`src/core/pmbd_pkg.sv`:
```
// Constants shared by the command decoder: codes, slots, reset image, timing.
// Assumes a bus protocol engine that hands over decoded commands.
package pmbd_pkg;

    // Command codes.
    localparam logic [7:0] CMD_OPERATION    = 8'h01;
    localparam logic [7:0] CMD_ON_OFF       = 8'h02;
    localparam logic [7:0] CMD_CLEAR_FAULTS = 8'h03;
    localparam logic [7:0] CMD_WRITE_PROT   = 8'h10;
    localparam logic [7:0] CMD_STORE_USER   = 8'h15;
    localparam logic [7:0] CMD_RESTORE_USER = 8'h16;
    localparam logic [7:0] CMD_CAPABILITY   = 8'h19;
    localparam logic [7:0] CMD_ALERT_MASK   = 8'h1B;
    localparam logic [7:0] CMD_SETPOINT     = 8'h21;
    localparam logic [7:0] CMD_TRIM         = 8'h22;
    localparam logic [7:0] CMD_CEILING      = 8'h24;
    localparam logic [7:0] CMD_MARGIN_HIGH  = 8'h25;
    localparam logic [7:0] CMD_MARGIN_LOW   = 8'h26;
    localparam logic [7:0] CMD_SLEW_RATE    = 8'h27;
    localparam logic [7:0] CMD_LOOP_SCALE   = 8'h29;
    localparam logic [7:0] CMD_SW_FREQ      = 8'h33;
    localparam logic [7:0] CMD_VIN_ON       = 8'h35;
    localparam logic [7:0] CMD_VIN_OFF      = 8'h36;
    localparam logic [7:0] CMD_CUR_OFFSET   = 8'h39;
    localparam logic [7:0] CMD_OV_LIMIT     = 8'h40;
    localparam logic [7:0] CMD_OV_ACTION    = 8'h41;
    localparam logic [7:0] CMD_WARN_HIGH    = 8'h42;
    localparam logic [7:0] CMD_WARN_LOW     = 8'h43;

    // Storage slots of the user register image.
    localparam int NSLOT          = 19;
    localparam logic [4:0] SL_OPERATION = 5'h00;
    localparam logic [4:0] SL_ON_OFF    = 5'h01;
    localparam logic [4:0] SL_WP        = 5'h02;
    localparam logic [4:0] SL_MASK      = 5'h03;
    localparam logic [4:0] SL_SETPOINT  = 5'h04;
    localparam logic [4:0] SL_TRIM      = 5'h05;
    localparam logic [4:0] SL_CEILING   = 5'h06;
    localparam logic [4:0] SL_MHIGH     = 5'h07;
    localparam logic [4:0] SL_MLOW      = 5'h08;
    localparam logic [4:0] SL_SLEW      = 5'h09;
    localparam logic [4:0] SL_SCALE     = 5'h0A;
    localparam logic [4:0] SL_FREQ      = 5'h0B;
    localparam logic [4:0] SL_VIN_ON    = 5'h0C;
    localparam logic [4:0] SL_VIN_OFF   = 5'h0D;
    localparam logic [4:0] SL_CAL       = 5'h0E;
    localparam logic [4:0] SL_OV_LIMIT  = 5'h0F;
    localparam logic [4:0] SL_OV_ACTION = 5'h10;
    localparam logic [4:0] SL_WARN_HI   = 5'h11;
    localparam logic [4:0] SL_WARN_LO   = 5'h12;
    localparam logic [4:0] SL_NONE      = 5'h1F;

    // Reset image; output voltages in 1 mV steps, control bytes as bit fields, others linear (exp:mantissa).
    localparam logic [15:0] RESET_IMG [NSLOT] = '{
        16'h0080, 16'h0016, 16'h0000, 16'h0000, 16'h01F4, 16'h0000, 16'h1770,
        16'h0226, 16'h01C2, 16'hE801, 16'hE808, 16'h025F, 16'hF802, 16'hF801,
        16'hF800, 16'h025D, 16'h0080, 16'h0230, 16'h01B8};

    localparam logic [7:0] CAPABILITY_VALUE = 8'hB0;

    // Write protection levels.
    localparam logic [7:0] WP_ONLY_WP      = 8'h80;
    localparam logic [7:0] WP_WP_OP        = 8'h40;
    localparam logic [7:0] WP_WP_OP_CFG_VO = 8'h20;

    // Field positions.
    localparam int OP_ON          = 7;
    localparam int OP_MARGIN_LO   = 4;
    localparam logic [1:0] MARGIN_LOW  = 2'b01;
    localparam logic [1:0] MARGIN_HIGH = 2'b10;
    localparam int CFG_USE_CTRL   = 4;
    localparam int CFG_USE_CMD    = 3;
    localparam int CFG_USE_PIN    = 2;
    localparam int CFG_PIN_HIGH   = 1;
    localparam int OV_ACT_SHUT    = 7;

    // Latched status bits, also the alert mask bit positions.
    localparam int ST_OV_FAULT = 0;
    localparam int ST_OV_WARN  = 1;
    localparam int ST_UV_WARN  = 2;
    localparam int ST_CML      = 3;

    // Allowed linear exponents.
    localparam logic [4:0] EXP_ZERO  = 5'h00;
    localparam logic [4:0] EXP_ONE   = 5'h01;
    localparam logic [4:0] EXP_M1    = 5'h1F;
    localparam logic [4:0] EXP_M3    = 5'h1D;
    localparam logic [4:0] EXP_M4    = 5'h1C;

    // Timing.
    localparam int CLK_PERIOD_NS = 10;
    localparam int NS_PER_US     = 1000;
    localparam int CYC_PER_US    = NS_PER_US / CLK_PERIOD_NS;

    function automatic logic [4:0] pmbd_slot(input logic [7:0] code);
        unique case (code)
            CMD_OPERATION:   return SL_OPERATION;
            CMD_ON_OFF:      return SL_ON_OFF;
            CMD_WRITE_PROT:  return SL_WP;
            CMD_ALERT_MASK:  return SL_MASK;
            CMD_SETPOINT:    return SL_SETPOINT;
            CMD_TRIM:        return SL_TRIM;
            CMD_CEILING:     return SL_CEILING;
            CMD_MARGIN_HIGH: return SL_MHIGH;
            CMD_MARGIN_LOW:  return SL_MLOW;
            CMD_SLEW_RATE:   return SL_SLEW;
            CMD_LOOP_SCALE:  return SL_SCALE;
            CMD_SW_FREQ:     return SL_FREQ;
            CMD_VIN_ON:      return SL_VIN_ON;
            CMD_VIN_OFF:     return SL_VIN_OFF;
            CMD_CUR_OFFSET:  return SL_CAL;
            CMD_OV_LIMIT:    return SL_OV_LIMIT;
            CMD_OV_ACTION:   return SL_OV_ACTION;
            CMD_WARN_HIGH:   return SL_WARN_HI;
            CMD_WARN_LOW:    return SL_WARN_LO;
            default:         return SL_NONE;
        endcase
    endfunction : pmbd_slot

endpackage : pmbd_pkg

```
`src/core/pmbd_decoder.sv`:
```
// Command decoder and register set of a buck controller.
// Assumes a same-clock bus engine that delivers decoded commands,
// and telemetry sampled on this clock.
//
// Functional notes
// - Send byte 03h clears all latched fault bits.
// - Send byte 15h stores user registers to the one-time image.
// - Send byte 16h restores user registers from that image.
// - Read of 19h gives upper nibble 1011.
// - 10h gates which writes are taken.
// - Mask 1Bh keeps chosen conditions off alert.
// - 01h sets on/off and margining.
// - 02h picks pin and command start rules.
// - Set-point 21h, default 0.5V, drives target.
// - Margin-high 25h, default 0.55V.
// - Margin-low 26h, default 0.45V.
// - Ceiling 24h, default 6V, caps target.
// - Scale 29h takes 1, 0.5, 0.25, 0.125 at exponent -3.
// - Slew 27h, default 0.125mV/us, exponent 0 to -4.
// - Frequency 33h in kHz, exponent 0 or 1, default 607kHz.
// - Input levels 35h/36h start and stop conversion.
// - Offset 39h in 0.5A steps corrects current.
// - Overvoltage limit 40h, default 0.605V, sets fault.
// - 41h picks ignore or shutdown on overvoltage.
// - High warning 42h, default 0.56V.
// - Low warning 43h, default 0.44V.
// - Trim 22h, default 0V, adds signed offset.
// - Send byte taken with or without checksum.
// - Group commands staged, applied on group strobe.
`timescale 1ns/10ps
`default_nettype none
module pmbd_decoder
    import pmbd_pkg::*;
(
    input  wire logic        clk,
    input  wire logic        rst_n,
    input  wire logic        cmd_valid,
    input  wire logic [7:0]  cmd_code,
    input  wire logic        cmd_write,
    input  wire logic [15:0] cmd_data,
    input  wire logic        cmd_pec,
    input  wire logic        cmd_pec_ok,
    input  wire logic        cmd_group,
    input  wire logic        group_exec,
    input  wire logic        rd_req,
    input  wire logic [7:0]  rd_code,
    input  wire logic        enable_pin,
    input  wire logic [15:0] vout_sense,
    input  wire logic [10:0] vin_sense,
    input  wire logic [11:0] iout_raw,
    output logic      [15:0] rd_data,
    output logic             rd_ack,
    output logic             conv_enable,
    output logic      [15:0] vout_target,
    output logic      [15:0] fb_ref,
    output logic      [11:0] sw_freq_khz,
    output logic      [11:0] iout_corr,
    output logic      [3:0]  status,
    output logic             alert_n
);

    logic [15:0] user_reg [NSLOT];
    logic [15:0] otp_img  [NSLOT];

    logic        en_meta;
    logic        en_sync;

    logic        stg_valid;
    logic [7:0]  stg_code;
    logic        stg_write;
    logic [15:0] stg_data;

    logic        x_valid;
    logic [7:0]  x_code;
    logic        x_write;
    logic [15:0] x_data;
    logic [4:0]  x_slot;

    logic        wp_ok;
    logic        fmt_ok;

    logic        wr_ok;
    logic        do_clear;
    logic        do_store;
    logic        do_restore;
    logic        reject;

    logic        vin_ok;
    logic        run_req;

    logic [15:0] sel_point;
    logic [15:0] next_target;

    logic [15:0] slew_acc;
    logic [15:0] slew_thresh;
    logic [16:0] slew_sum;

    logic [3:0]  set_vec;

    // Enable pin comes from outside the clock domain.
    always_ff @(posedge clk)
    begin
        if (!rst_n)
        begin
            en_meta <= 1'b0;
            en_sync <= 1'b0;
        end
        else
        begin
            en_meta <= enable_pin;
            en_sync <= en_meta;
        end
    end

    // A bad checksum drops the group entry so nothing half-checked is applied.
    always_ff @(posedge clk)
    begin
        if (!rst_n)
        begin
            stg_valid <= 1'b0;
            stg_code  <= 8'h00;
            stg_write <= 1'b0;
            stg_data  <= 16'h0000;
        end
        else if (cmd_valid && cmd_group && !(cmd_pec && !cmd_pec_ok))
        begin
            stg_valid <= 1'b1;
            stg_code  <= cmd_code;
            stg_write <= cmd_write;
            stg_data  <= cmd_data;
        end
        else if (group_exec)
        begin
            stg_valid <= 1'b0;
        end
    end

    always_comb
    begin
        x_valid = (cmd_valid && !cmd_group && !(cmd_pec && !cmd_pec_ok))
                  || (group_exec && stg_valid);
        x_code  = (group_exec && stg_valid) ? stg_code : cmd_code;
        x_write = (group_exec && stg_valid) ? stg_write : cmd_write;
        x_data  = (group_exec && stg_valid) ? stg_data : cmd_data;
        x_slot  = pmbd_slot(x_code);
    end

    always_comb
    begin
        unique case (user_reg[SL_WP][7:0])
            WP_ONLY_WP:      wp_ok = (x_code == CMD_WRITE_PROT);
            WP_WP_OP:        wp_ok = (x_code == CMD_WRITE_PROT) || (x_code == CMD_OPERATION);
            WP_WP_OP_CFG_VO: wp_ok = (x_code == CMD_WRITE_PROT) || (x_code == CMD_OPERATION)
                                     || (x_code == CMD_ON_OFF) || (x_code == CMD_SETPOINT);
            default:         wp_ok = 1'b1;
        endcase
    end

    always_comb
    begin
        unique case (x_code)
            CMD_SLEW_RATE:  fmt_ok = (x_data[15:11] == EXP_ZERO)
                                     || (x_data[15:11] >= EXP_M4);
            CMD_LOOP_SCALE: fmt_ok = (x_data[15:11] == EXP_M3)
                                     && (x_data[10:0] inside {11'h001, 11'h002,
                                                              11'h004, 11'h008});
            CMD_SW_FREQ:    fmt_ok = (x_data[15:11] == EXP_ZERO)
                                     || (x_data[15:11] == EXP_ONE);
            CMD_VIN_ON, CMD_VIN_OFF,
            CMD_CUR_OFFSET: fmt_ok = (x_data[15:11] == EXP_M1);
            default:        fmt_ok = 1'b1;
        endcase
    end

    always_comb
    begin
        wr_ok      = x_valid && x_write && (x_slot != SL_NONE) && wp_ok && fmt_ok;
        do_clear   = x_valid && !x_write && wp_ok && (x_code == CMD_CLEAR_FAULTS);
        do_store   = x_valid && !x_write && wp_ok && (x_code == CMD_STORE_USER);
        do_restore = x_valid && !x_write && wp_ok && (x_code == CMD_RESTORE_USER);
        reject     = (x_valid && !wr_ok && !do_clear && !do_store && !do_restore)
                     || (cmd_valid && cmd_pec && !cmd_pec_ok);
    end

    // Byte-wide registers keep the upper byte at zero.
    always_ff @(posedge clk)
    begin
        if (!rst_n)
        begin
            user_reg <= RESET_IMG;
        end
        else if (do_restore)
        begin
            user_reg <= otp_img;
        end
        else if (wr_ok)
        begin
            if (x_code inside {CMD_OPERATION, CMD_ON_OFF, CMD_WRITE_PROT, CMD_OV_ACTION})
                user_reg[x_slot] <= {8'h00, x_data[7:0]};
            else
                user_reg[x_slot] <= x_data;
        end
    end

    // The one-time image starts from the reset image; a store overwrites it.
    always_ff @(posedge clk)
    begin
        if (!rst_n)
            otp_img <= RESET_IMG;
        else if (do_store)
            otp_img <= user_reg;
    end

    // Conditions set their bit every cycle they hold; a set beats a clear.
    always_comb
    begin
        set_vec              = 4'h0;
        set_vec[ST_OV_FAULT] = vout_sense > user_reg[SL_OV_LIMIT];
        set_vec[ST_OV_WARN]  = vout_sense > user_reg[SL_WARN_HI];
        set_vec[ST_UV_WARN]  = vout_sense < user_reg[SL_WARN_LO];
        set_vec[ST_CML]      = reject;
    end

    always_ff @(posedge clk)
    begin
        if (!rst_n)
            status <= 4'h0;
        else
            status <= (do_clear ? 4'h0 : status) | set_vec;
    end

    always_ff @(posedge clk)
    begin
        if (!rst_n)
            alert_n <= 1'b1;
        else
            alert_n <= ~|(status & ~user_reg[SL_MASK][3:0]);
    end

    always_ff @(posedge clk)
    begin
        if (!rst_n)
            vin_ok <= 1'b0;
        else if (vin_sense > user_reg[SL_VIN_ON][10:0])
            vin_ok <= 1'b1;
        else if (vin_sense < user_reg[SL_VIN_OFF][10:0])
            vin_ok <= 1'b0;
    end

    always_comb
    begin
        if (!user_reg[SL_ON_OFF][CFG_USE_CTRL])
            run_req = 1'b1;
        else
            run_req = (!user_reg[SL_ON_OFF][CFG_USE_CMD] || user_reg[SL_OPERATION][OP_ON])
                      && (!user_reg[SL_ON_OFF][CFG_USE_PIN]
                          || (en_sync == user_reg[SL_ON_OFF][CFG_PIN_HIGH]));
    end

    // Overvoltage shutdown stays until the fault is cleared.
    always_ff @(posedge clk)
    begin
        if (!rst_n)
            conv_enable <= 1'b0;
        else
            conv_enable <= run_req && vin_ok
                           && !(status[ST_OV_FAULT]
                                && user_reg[SL_OV_ACTION][OV_ACT_SHUT]);
    end

    always_comb
    begin
        logic signed [17:0] sum;
        sum = 18'sh00000;
        unique case (user_reg[SL_OPERATION][OP_MARGIN_LO+1:OP_MARGIN_LO])
            MARGIN_HIGH: sel_point = user_reg[SL_MHIGH];
            MARGIN_LOW:  sel_point = user_reg[SL_MLOW];
            default:     sel_point = user_reg[SL_SETPOINT];
        endcase
        sum = $signed({2'b00, sel_point})
              + $signed({{2{user_reg[SL_TRIM][15]}}, user_reg[SL_TRIM]});
        if (sum[17])
            next_target = 16'h0000;
        else if (sum > $signed({2'b00, user_reg[SL_CEILING]}))
            next_target = user_reg[SL_CEILING];
        else
            next_target = sum[15:0];
    end

    // One millivolt step each time the rate accumulator passes a microsecond
    // worth of cycles scaled by the exponent; a zero rate jumps at once.
    always_comb
    begin
        slew_thresh = 16'(CYC_PER_US) << (user_reg[SL_SLEW][15] ?
                                          3'(~user_reg[SL_SLEW][13:11] + 3'h1) : 3'h0);
        slew_sum    = {1'b0, slew_acc} + {6'h00, user_reg[SL_SLEW][10:0]};
    end

    always_ff @(posedge clk)
    begin
        if (!rst_n)
        begin
            vout_target <= RESET_IMG[SL_SETPOINT];
            slew_acc    <= 16'h0000;
        end
        else if (vout_target == next_target)
        begin
            slew_acc <= 16'h0000;
        end
        else if (user_reg[SL_SLEW][10:0] == 11'h000)
        begin
            vout_target <= next_target;
        end
        else if (slew_sum >= {1'b0, slew_thresh})
        begin
            slew_acc    <= 16'(slew_sum - {1'b0, slew_thresh});
            vout_target <= (vout_target < next_target) ? vout_target + 16'h0001
                                                       : vout_target - 16'h0001;
        end
        else
        begin
            slew_acc <= slew_sum[15:0];
        end
    end

    always_ff @(posedge clk)
    begin
        if (!rst_n)
            fb_ref <= 16'h0000;
        else
            fb_ref <= 16'(({3'b000, vout_target} * {15'h0000, user_reg[SL_SCALE][3:0]})
                          >> 3);
    end

    always_ff @(posedge clk)
    begin
        if (!rst_n)
            sw_freq_khz <= 12'h000;
        else
            sw_freq_khz <= {1'b0, user_reg[SL_FREQ][10:0]} << user_reg[SL_FREQ][11];
    end

    always_ff @(posedge clk)
    begin
        if (!rst_n)
            iout_corr <= 12'h000;
        else
            iout_corr <= iout_raw + {user_reg[SL_CAL][10], user_reg[SL_CAL][10:0]};
    end

    always_ff @(posedge clk)
    begin
        if (!rst_n)
        begin
            rd_data <= 16'h0000;
            rd_ack  <= 1'b0;
        end
        else
        begin
            rd_ack <= rd_req;
            if (rd_code == CMD_CAPABILITY)
                rd_data <= {8'h00, CAPABILITY_VALUE};
            else if (pmbd_slot(rd_code) != SL_NONE)
                rd_data <= user_reg[pmbd_slot(rd_code)];
            else
                rd_data <= 16'h0000;
        end
    end

endmodule : pmbd_decoder
`default_nettype wire

```
`config.mk`:
```
export PLATFORM = sky130hd
export DESIGN_NAME = pmbd_decoder
export DESIGN_NICKNAME = d
export VERILOG_FILES = /design/src/core/pmbd_pkg.sv /design/src/core/pmbd_decoder.sv
export SDC_FILE = /design/constraint.sdc
export NUM_CORES = 2
export LEC_CHECK = 0
export BUFFER_PORTS_ARGS = -buffer_cell sky130_fd_sc_hd__clkbuf_2
export CAP_MARGIN = 0
export CORE_MARGIN = 3
export CORE_UTILIZATION = 45
export DETAILED_ROUTE_END_ITERATION = 8
export GPL_ROUTABILITY_DRIVEN = 1
export GPL_TIMING_DRIVEN = 0
export SETUP_SLACK_MARGIN = 0.3
export SYNTH_ARGS = -nofsm -noshare
export SYNTH_HDL_FRONTEND = slang
export SYNTH_SLANG_ARGS = --single-unit
export TNS_END_PERCENT = 30
```
`constraint.sdc`:
```
create_clock -name clk -period 25.9 [get_ports clk]
set_input_delay 2.59 -clock clk [delete_from_list [all_inputs] [get_ports clk]]
set_output_delay 2.59 -clock clk [all_outputs]
set_load 0.02 [all_outputs]
```
-- After elaboration in Yosys (flattened, before gate mapping)
Index checks and enable logic that the tools add are counted.
- muxes and demuxes: 38
- add/sub/neg operators: 7
- equal/unequal tests: 58
- reduce and logical (&&, ||, !) cells: 61
- order comparisons: 12
- multipliers: 1
- bitwise gates (word level): 9
- shifts and indexed selects: 2
- operators with widths (operator ; number):
    two-way mux 304 bit ; 3
    bitwise mux 304 bit ; 2
    one-hot mux 5 bit (19 select lines) ; 2
    == test 8 x 6 -> 1 bit, second input constant ; 23
    two-way mux 16 bit ; 10
    binary-select mux 16 bit (select 5 bit) ; 1
    demux 16 bit (select 5 bit) ; 1
    == test 8 x 7 -> 1 bit, second input constant ; 9
    == test 8 x 5 -> 1 bit, second input constant ; 7
    > comparator 16 bit ; 2
    less-than comparator 16 bit ; 2
    one-hot mux 16 bit (2 select lines) ; 1
    logical AND 1 bit ; 27
    two-way mux 5 bit ; 5
    == test 8 x 2 -> 1 bit, second input constant ; 3
    two-way mux 8 bit ; 3
    multiplier 16 x 4 -> 19 bit ; 1
    adder 17 x 16 -> 18 bit ; 1
    > comparator 18 x 17 -> 1 bit ; 1
    adder 16 x 11 -> 17 bit ; 1
    >= comparator 17 x 16 -> 1 bit ; 1
    adder 16 x 1 -> 16 bit, second input constant ; 1
    == test 16 bit ; 1
    == test 8 x 1 -> 1 bit, second input constant ; 2
    43 further kinds ; 78
- register bits: 732
- bits of input ports: 81
- output and inout port bits: 79

-- Longest topological paths before layout
- depth in word-level cells: 16
- depth in mapped cells: 43

-- Worst setup path after synthesis
No wires, ideal clock.
- path kind: register to register
- start point: register user_reg[292] in the netlist's numbering
- end point: register vout_target[14]
- arrival: 8104 ps
- clock period less this slack: 8230 ps
- library setup time: 125 ps
- path slack: 17670 ps
- path buffers: 2
- data required time: 25775 ps
- cell stages (with the launch flop): 40
- cells stage by stage: dfxtp_1 -> inv_1 -> ha_1 -> clkbuf_1 -> o21ai_0 -> ha_1 -> fa_1 -> a211oi_1 -> nor2_1 -> o22a_1 -> a311o_1 -> a21oi_1 -> xnor2_1 -> ha_1 -> o21ai_0 -> nor2_1 -> o31ai_1 -> nand2_1 -> (+4 left out) -> ha_1 -> a21o_1 -> a21o_1 -> a21oi_1 -> o211ai_1 -> a21oi_1 -> inv_1 -> ha_1 -> nor2b_1 -> o31a_1 -> o211ai_1 -> nand2_1 -> a311o_1 -> o311ai_0 -> o21ai_0 -> xor2_1 -> a32oi_1 -> o21ai_0
- longest elaborated chain between the ends: 10
- RTL lines (what ; line ; source):
    start, declared ; pmbd_decoder.sv:62 ; logic [15:0] user_reg [NSLOT];
    start signal, assigned ; pmbd_decoder.sv:194 ; user_reg <= otp_img;
    start signal, assigned by index ; pmbd_decoder.sv:199 ; user_reg[x_slot] <= {8'h00, x_data[7:0]};
    start signal, assigned by index ; pmbd_decoder.sv:201 ; user_reg[x_slot] <= x_data;
    == test 2 x 1 -> 1 bit / == test 2 bit (equally long branches) ; pmbd_decoder.sv:275 ; unique case (user_reg[SL_OPERATION][OP_MARGIN_LO+1:OP_MARGIN_LO])
    one-hot mux 16 bit (2 select lines) * ; pmbd_decoder.sv:275 ;
    adder 17 x 16 -> 18 bit * ; pmbd_decoder.sv:281 ; + $signed({{2{user_reg[SL_TRIM][15]}}, user_reg[SL_TRIM]});
    > comparator 18 x 17 -> 1 bit ; pmbd_decoder.sv:284 ; else if (sum > $signed({2'b00, user_reg[SL_CEILING]}))
    two-way mux 16 bit ; pmbd_decoder.sv:284 ;
    two-way mux 16 bit * ; pmbd_decoder.sv:282 ; if (sum[17])
    less-than comparator 16 bit ; pmbd_decoder.sv:317 ; vout_target <= (vout_target < next_target) ? vout_target + 16'h0001
    two-way mux 16 bit ; pmbd_decoder.sv:317 ;
    two-way mux 16 bit ; pmbd_decoder.sv:314 ; else if (slew_sum >= {1'b0, slew_thresh})
    two-way mux 16 bit ; pmbd_decoder.sv:310 ; else if (user_reg[SL_SLEW][10:0] == 11'h000)
    end signal, assigned ; pmbd_decoder.sv:303 ; vout_target <= RESET_IMG[SL_SETPOINT];
    end signal, assigned ; pmbd_decoder.sv:312 ; vout_target <= next_target;
    end signal, assigned ; pmbd_decoder.sv:317 ;
    end, declared ; pmbd_decoder.sv:54 ; output logic [15:0] vout_target,
Mark *: on every way between the ends. The rest lies on a longest branch, timed or not. The select of a mux whose other input is x is not followed.
A chain may end at the register's enable or synchronous reset.

-- Worst setup path after layout
Ends and elaborated chain as after synthesis.

==> results by group <==
Status
  • Status: finished, violations left
  • Failing checks: capacitance limit, slew limit

Synth
  • Synth unique cells: 87
  • Leading area contributor after synthesis: dfxtp_1
  • Cell area after technology mapping: 0.0386 mm2
  • Mapped Avg Cell Area: 7.73 um2
  • Syn_nets: 5303
  • Sequential area share after synthesis: 37.9%
  • Yosys warns: 0
  • Number of synthesized register bits: 732
  • Synth top area share: 37.9%
  • Main synth FF type: dfxtp_1
  • Post-synth EDFFs: 0
  • Cells after Synth: 5001
  • Async SR Flop Fraction: 0%
  • Ranking of synthesized cells by area: dfxtp_1 38%, nand2_1 12%, a21oi_1 6.6%

CTS
  • Worst skew pair latency: 0.68 ns
  • CTS max path bufs: 3
  • Hold-fix buffers at CTS: 0
  • # Post-CTS Setup Buffers: 0
  • Clock-pin slew on the worst setup and hold paths: 0.06 ns
  • Total CTS buffers: 85
  • Clock root buffer: clkbuf_16
  • Post_cts resized: 0
  • CTS tree: yes
  • CTS H-tree depth: 3
  • CTS sink cnt: 732

Critical path
  • Crit Path Max Fanout: 16
  • CP max-delay cell: o31ai_1
  • RR Startpoint: user_reg[292]
  • CP endpoint kind: register
  • R2r setup slk: 15.49 ns
  • Slowest cell delay on critical path: 0.55 ns
  • Worst EP arrival: 10.93 ns
  • Critical Path RT: 26.42 ns
  • R2r endpoint: vout_target[14]
  • Critical path startpoint category: register
  • Kind of critical path: register to register
  • R2r worst-path depth: 40

STA
  • Hold Fails Final Rpt: 0
  • Fmax: 0.0961 GHz
  • Slew HR: -9.59%
  • Slew of the pin with the lowest slew margin: 1.62 ns
  • Fin. max-slew vios: 22
  • Final setup vio count: 0
  • Final period util: 40.2%
  • Fin Hold WS: 0.426 ns
  • Crit path time final: 10.41 ns
  • RSZ-0062 raised after global routing: no
  • Setup TNS: 0 ns
  • Worst Skew: 0.0381 ns
  • PnR worst setup slack: 15.49 ns

Pwr
  • Pwr/cell area: 72.3 mW/mm2
  • Combinational power share: 22.6%
  • Internal power: 2.15 mW
  • Clk pwr share: 39.6%
  • Leak pwr: 17.4 nW
  • Sw frac: 32.2%
  • Maximum vdd drop: 0.0000528 V
  • Psw: 1.02 mW
  • Reg power frac: 37.8%

Routing
  • Via/cell ratio: 6.14
  • DRT Wirelength: 174000 um
  • Via count: 39600
  • Detail Route Antenna Nets: 0
  • Wire per inst: 27.0 um
  • DR pass1 iterations: 6
  • Starting DRT DRC Count: 5378
  • # DRC: 0

Job
  • # Max-Cap Violations: 4

Final layout
  • Synthesis-to-layout area growth: 13.3%
  • Commonest non-fill, non-tap cells in the layout: 1265 x nand2_1, 732 x dfxtp_1, 509 x a21oi_1
  • Commonest non-fill, non-tap cell in the layout: nand2_1
  • Share of cells above drive strength 1: 8.07%
  • Fin nets: 5549
  • Fin util: 51.9%
  • Final Non-Filler Cells: 6459

Floorplan
  • Chip Height: 299 um
  • Ports: 160
  • Initial Utilization: 45.8%
  • Core Region: 0.0844 mm2
  • Die area: 0.0894 mm2
  • Die W: 299 um
  • Std-Cell Rows: 106

Placement
  • Port bufs: 156
  • Pre-CTS setup slack: 15.76 ns
  • DP HPWL: 131000 um
  • Placed cells: 6294
  • Routability cong.: 1.05

Worst hold path
  • Hold Path Stages: 2
  • Hold Path Sink: user_reg[265]
  • Hold path start: otp_img[265]
  • Worst hold-check path type: register to register

Global routing
  • Tot GR Track Use: 37.5%
  • Initial antenna violation count: 6
  • Grt ovf: 0
  • Vias in the first global route: 35900
  • First-pass GRT wire length: 248000 um
  • Largest net degree at the start of global routing: 17
## per-layer routing
metal,global-route usage (%),share of wire (%),up-vias
met1,49.8,40,18800
met2,55.0,42,2354
li1,-,-,17900
met5,0,0.11,-
met3,9.55,12,571
met4,21.5,6.8,6
## how the worst max path moves through the flow
| stage | startpoint | slack, ns | cells past startpoint | endpoint |
|---|---|---|---|---|
| 4_1_cts | user_reg[292] | 15.67 | 40 | vout_target[14] |
| 2_1_floorplan | user_reg[292] | 17.67 | 39 | vout_target[14] |
| 3_3_place_gp | user_reg[292] | 15.72 | 40 | vout_target[14] |
| 3_5_place_dp | user_reg[292] | 15.76 | 40 | vout_target[14] |
| 6_report | user_reg[292] | 15.49 | 40 | vout_target[14] |
| 5_1_grt | user_reg[292] | 14.75 | 42 | vout_target[14] |
## synth_stat cells (all sizes together) (28+ instances only)
master / n
buf: 76
o21ai: 233
xnor2: 55
a21oi: 509
inv: 165
a22oi: 42
nand3: 265
nand4: 54
nand2: 1266
ha: 189
mux2i: 160
clkbuf: 276
nor3: 51
o21a: 28
a211oi: 40
nor2: 195
o211ai: 96
and2: 45
fa: 32
a21o: 44
a31oi: 42
dfxtp: 732
## cells by family after synthesis
logic type               Yosys count  share of synthesized area (%)
AO/OA/AOI/OAI                   1248                           19.9
XOR/XNOR                          77                           1.75
adder cells (fa/ha/maj)          221                           7.78
buffers and inverters            517                           5.22
flip-flops                       732                           37.9
multiplexers                     178                           4.69
AND/OR/NAND/NOR                 2028                           22.7
## per-stage QoR
step,instance area (um2),power (mW)
final,43800,3.16
after global routing,43800,3.27
after detailed placement,40900,1.91
after floorplan,38600,1.70
after CTS,43800,3.15
after global placement,40800,1.91
## worst max-delay path, delay by kind of cell (launching register included)
kind	cells	cell delay, ns
compound gates	20	4.98
fa+ha+maj	6	2.15
buf+inv	5	1.42
simple gates	7	0.77
flops	1	0.50
xor+xnor	2	0.41
## power groups by stage
stage          Clock (mW)  Combinational (mW)  Sequential [mW]
6_report             1.25               0.714             1.20
5_1_grt              1.29               0.777             1.20
4_1_cts              1.25               0.699             1.20
3_5_place_dp            0               0.692             1.22
3_3_place_gp            0               0.686             1.22
2_1_floorplan           0               0.475             1.23
## cell type report
cell class,count,area (um2)
inverter,165,619
buffer,352,1400
clock inverter,35,363
clock buffer,123,2490
multi-input combinational,3752,22000
fill,8465,40600
tap,1134,1420
sequential,732,14700
timing repair buffer,159,838
antenna,7,17.5
No activity file was read; power rests on OpenSTA's default activity.
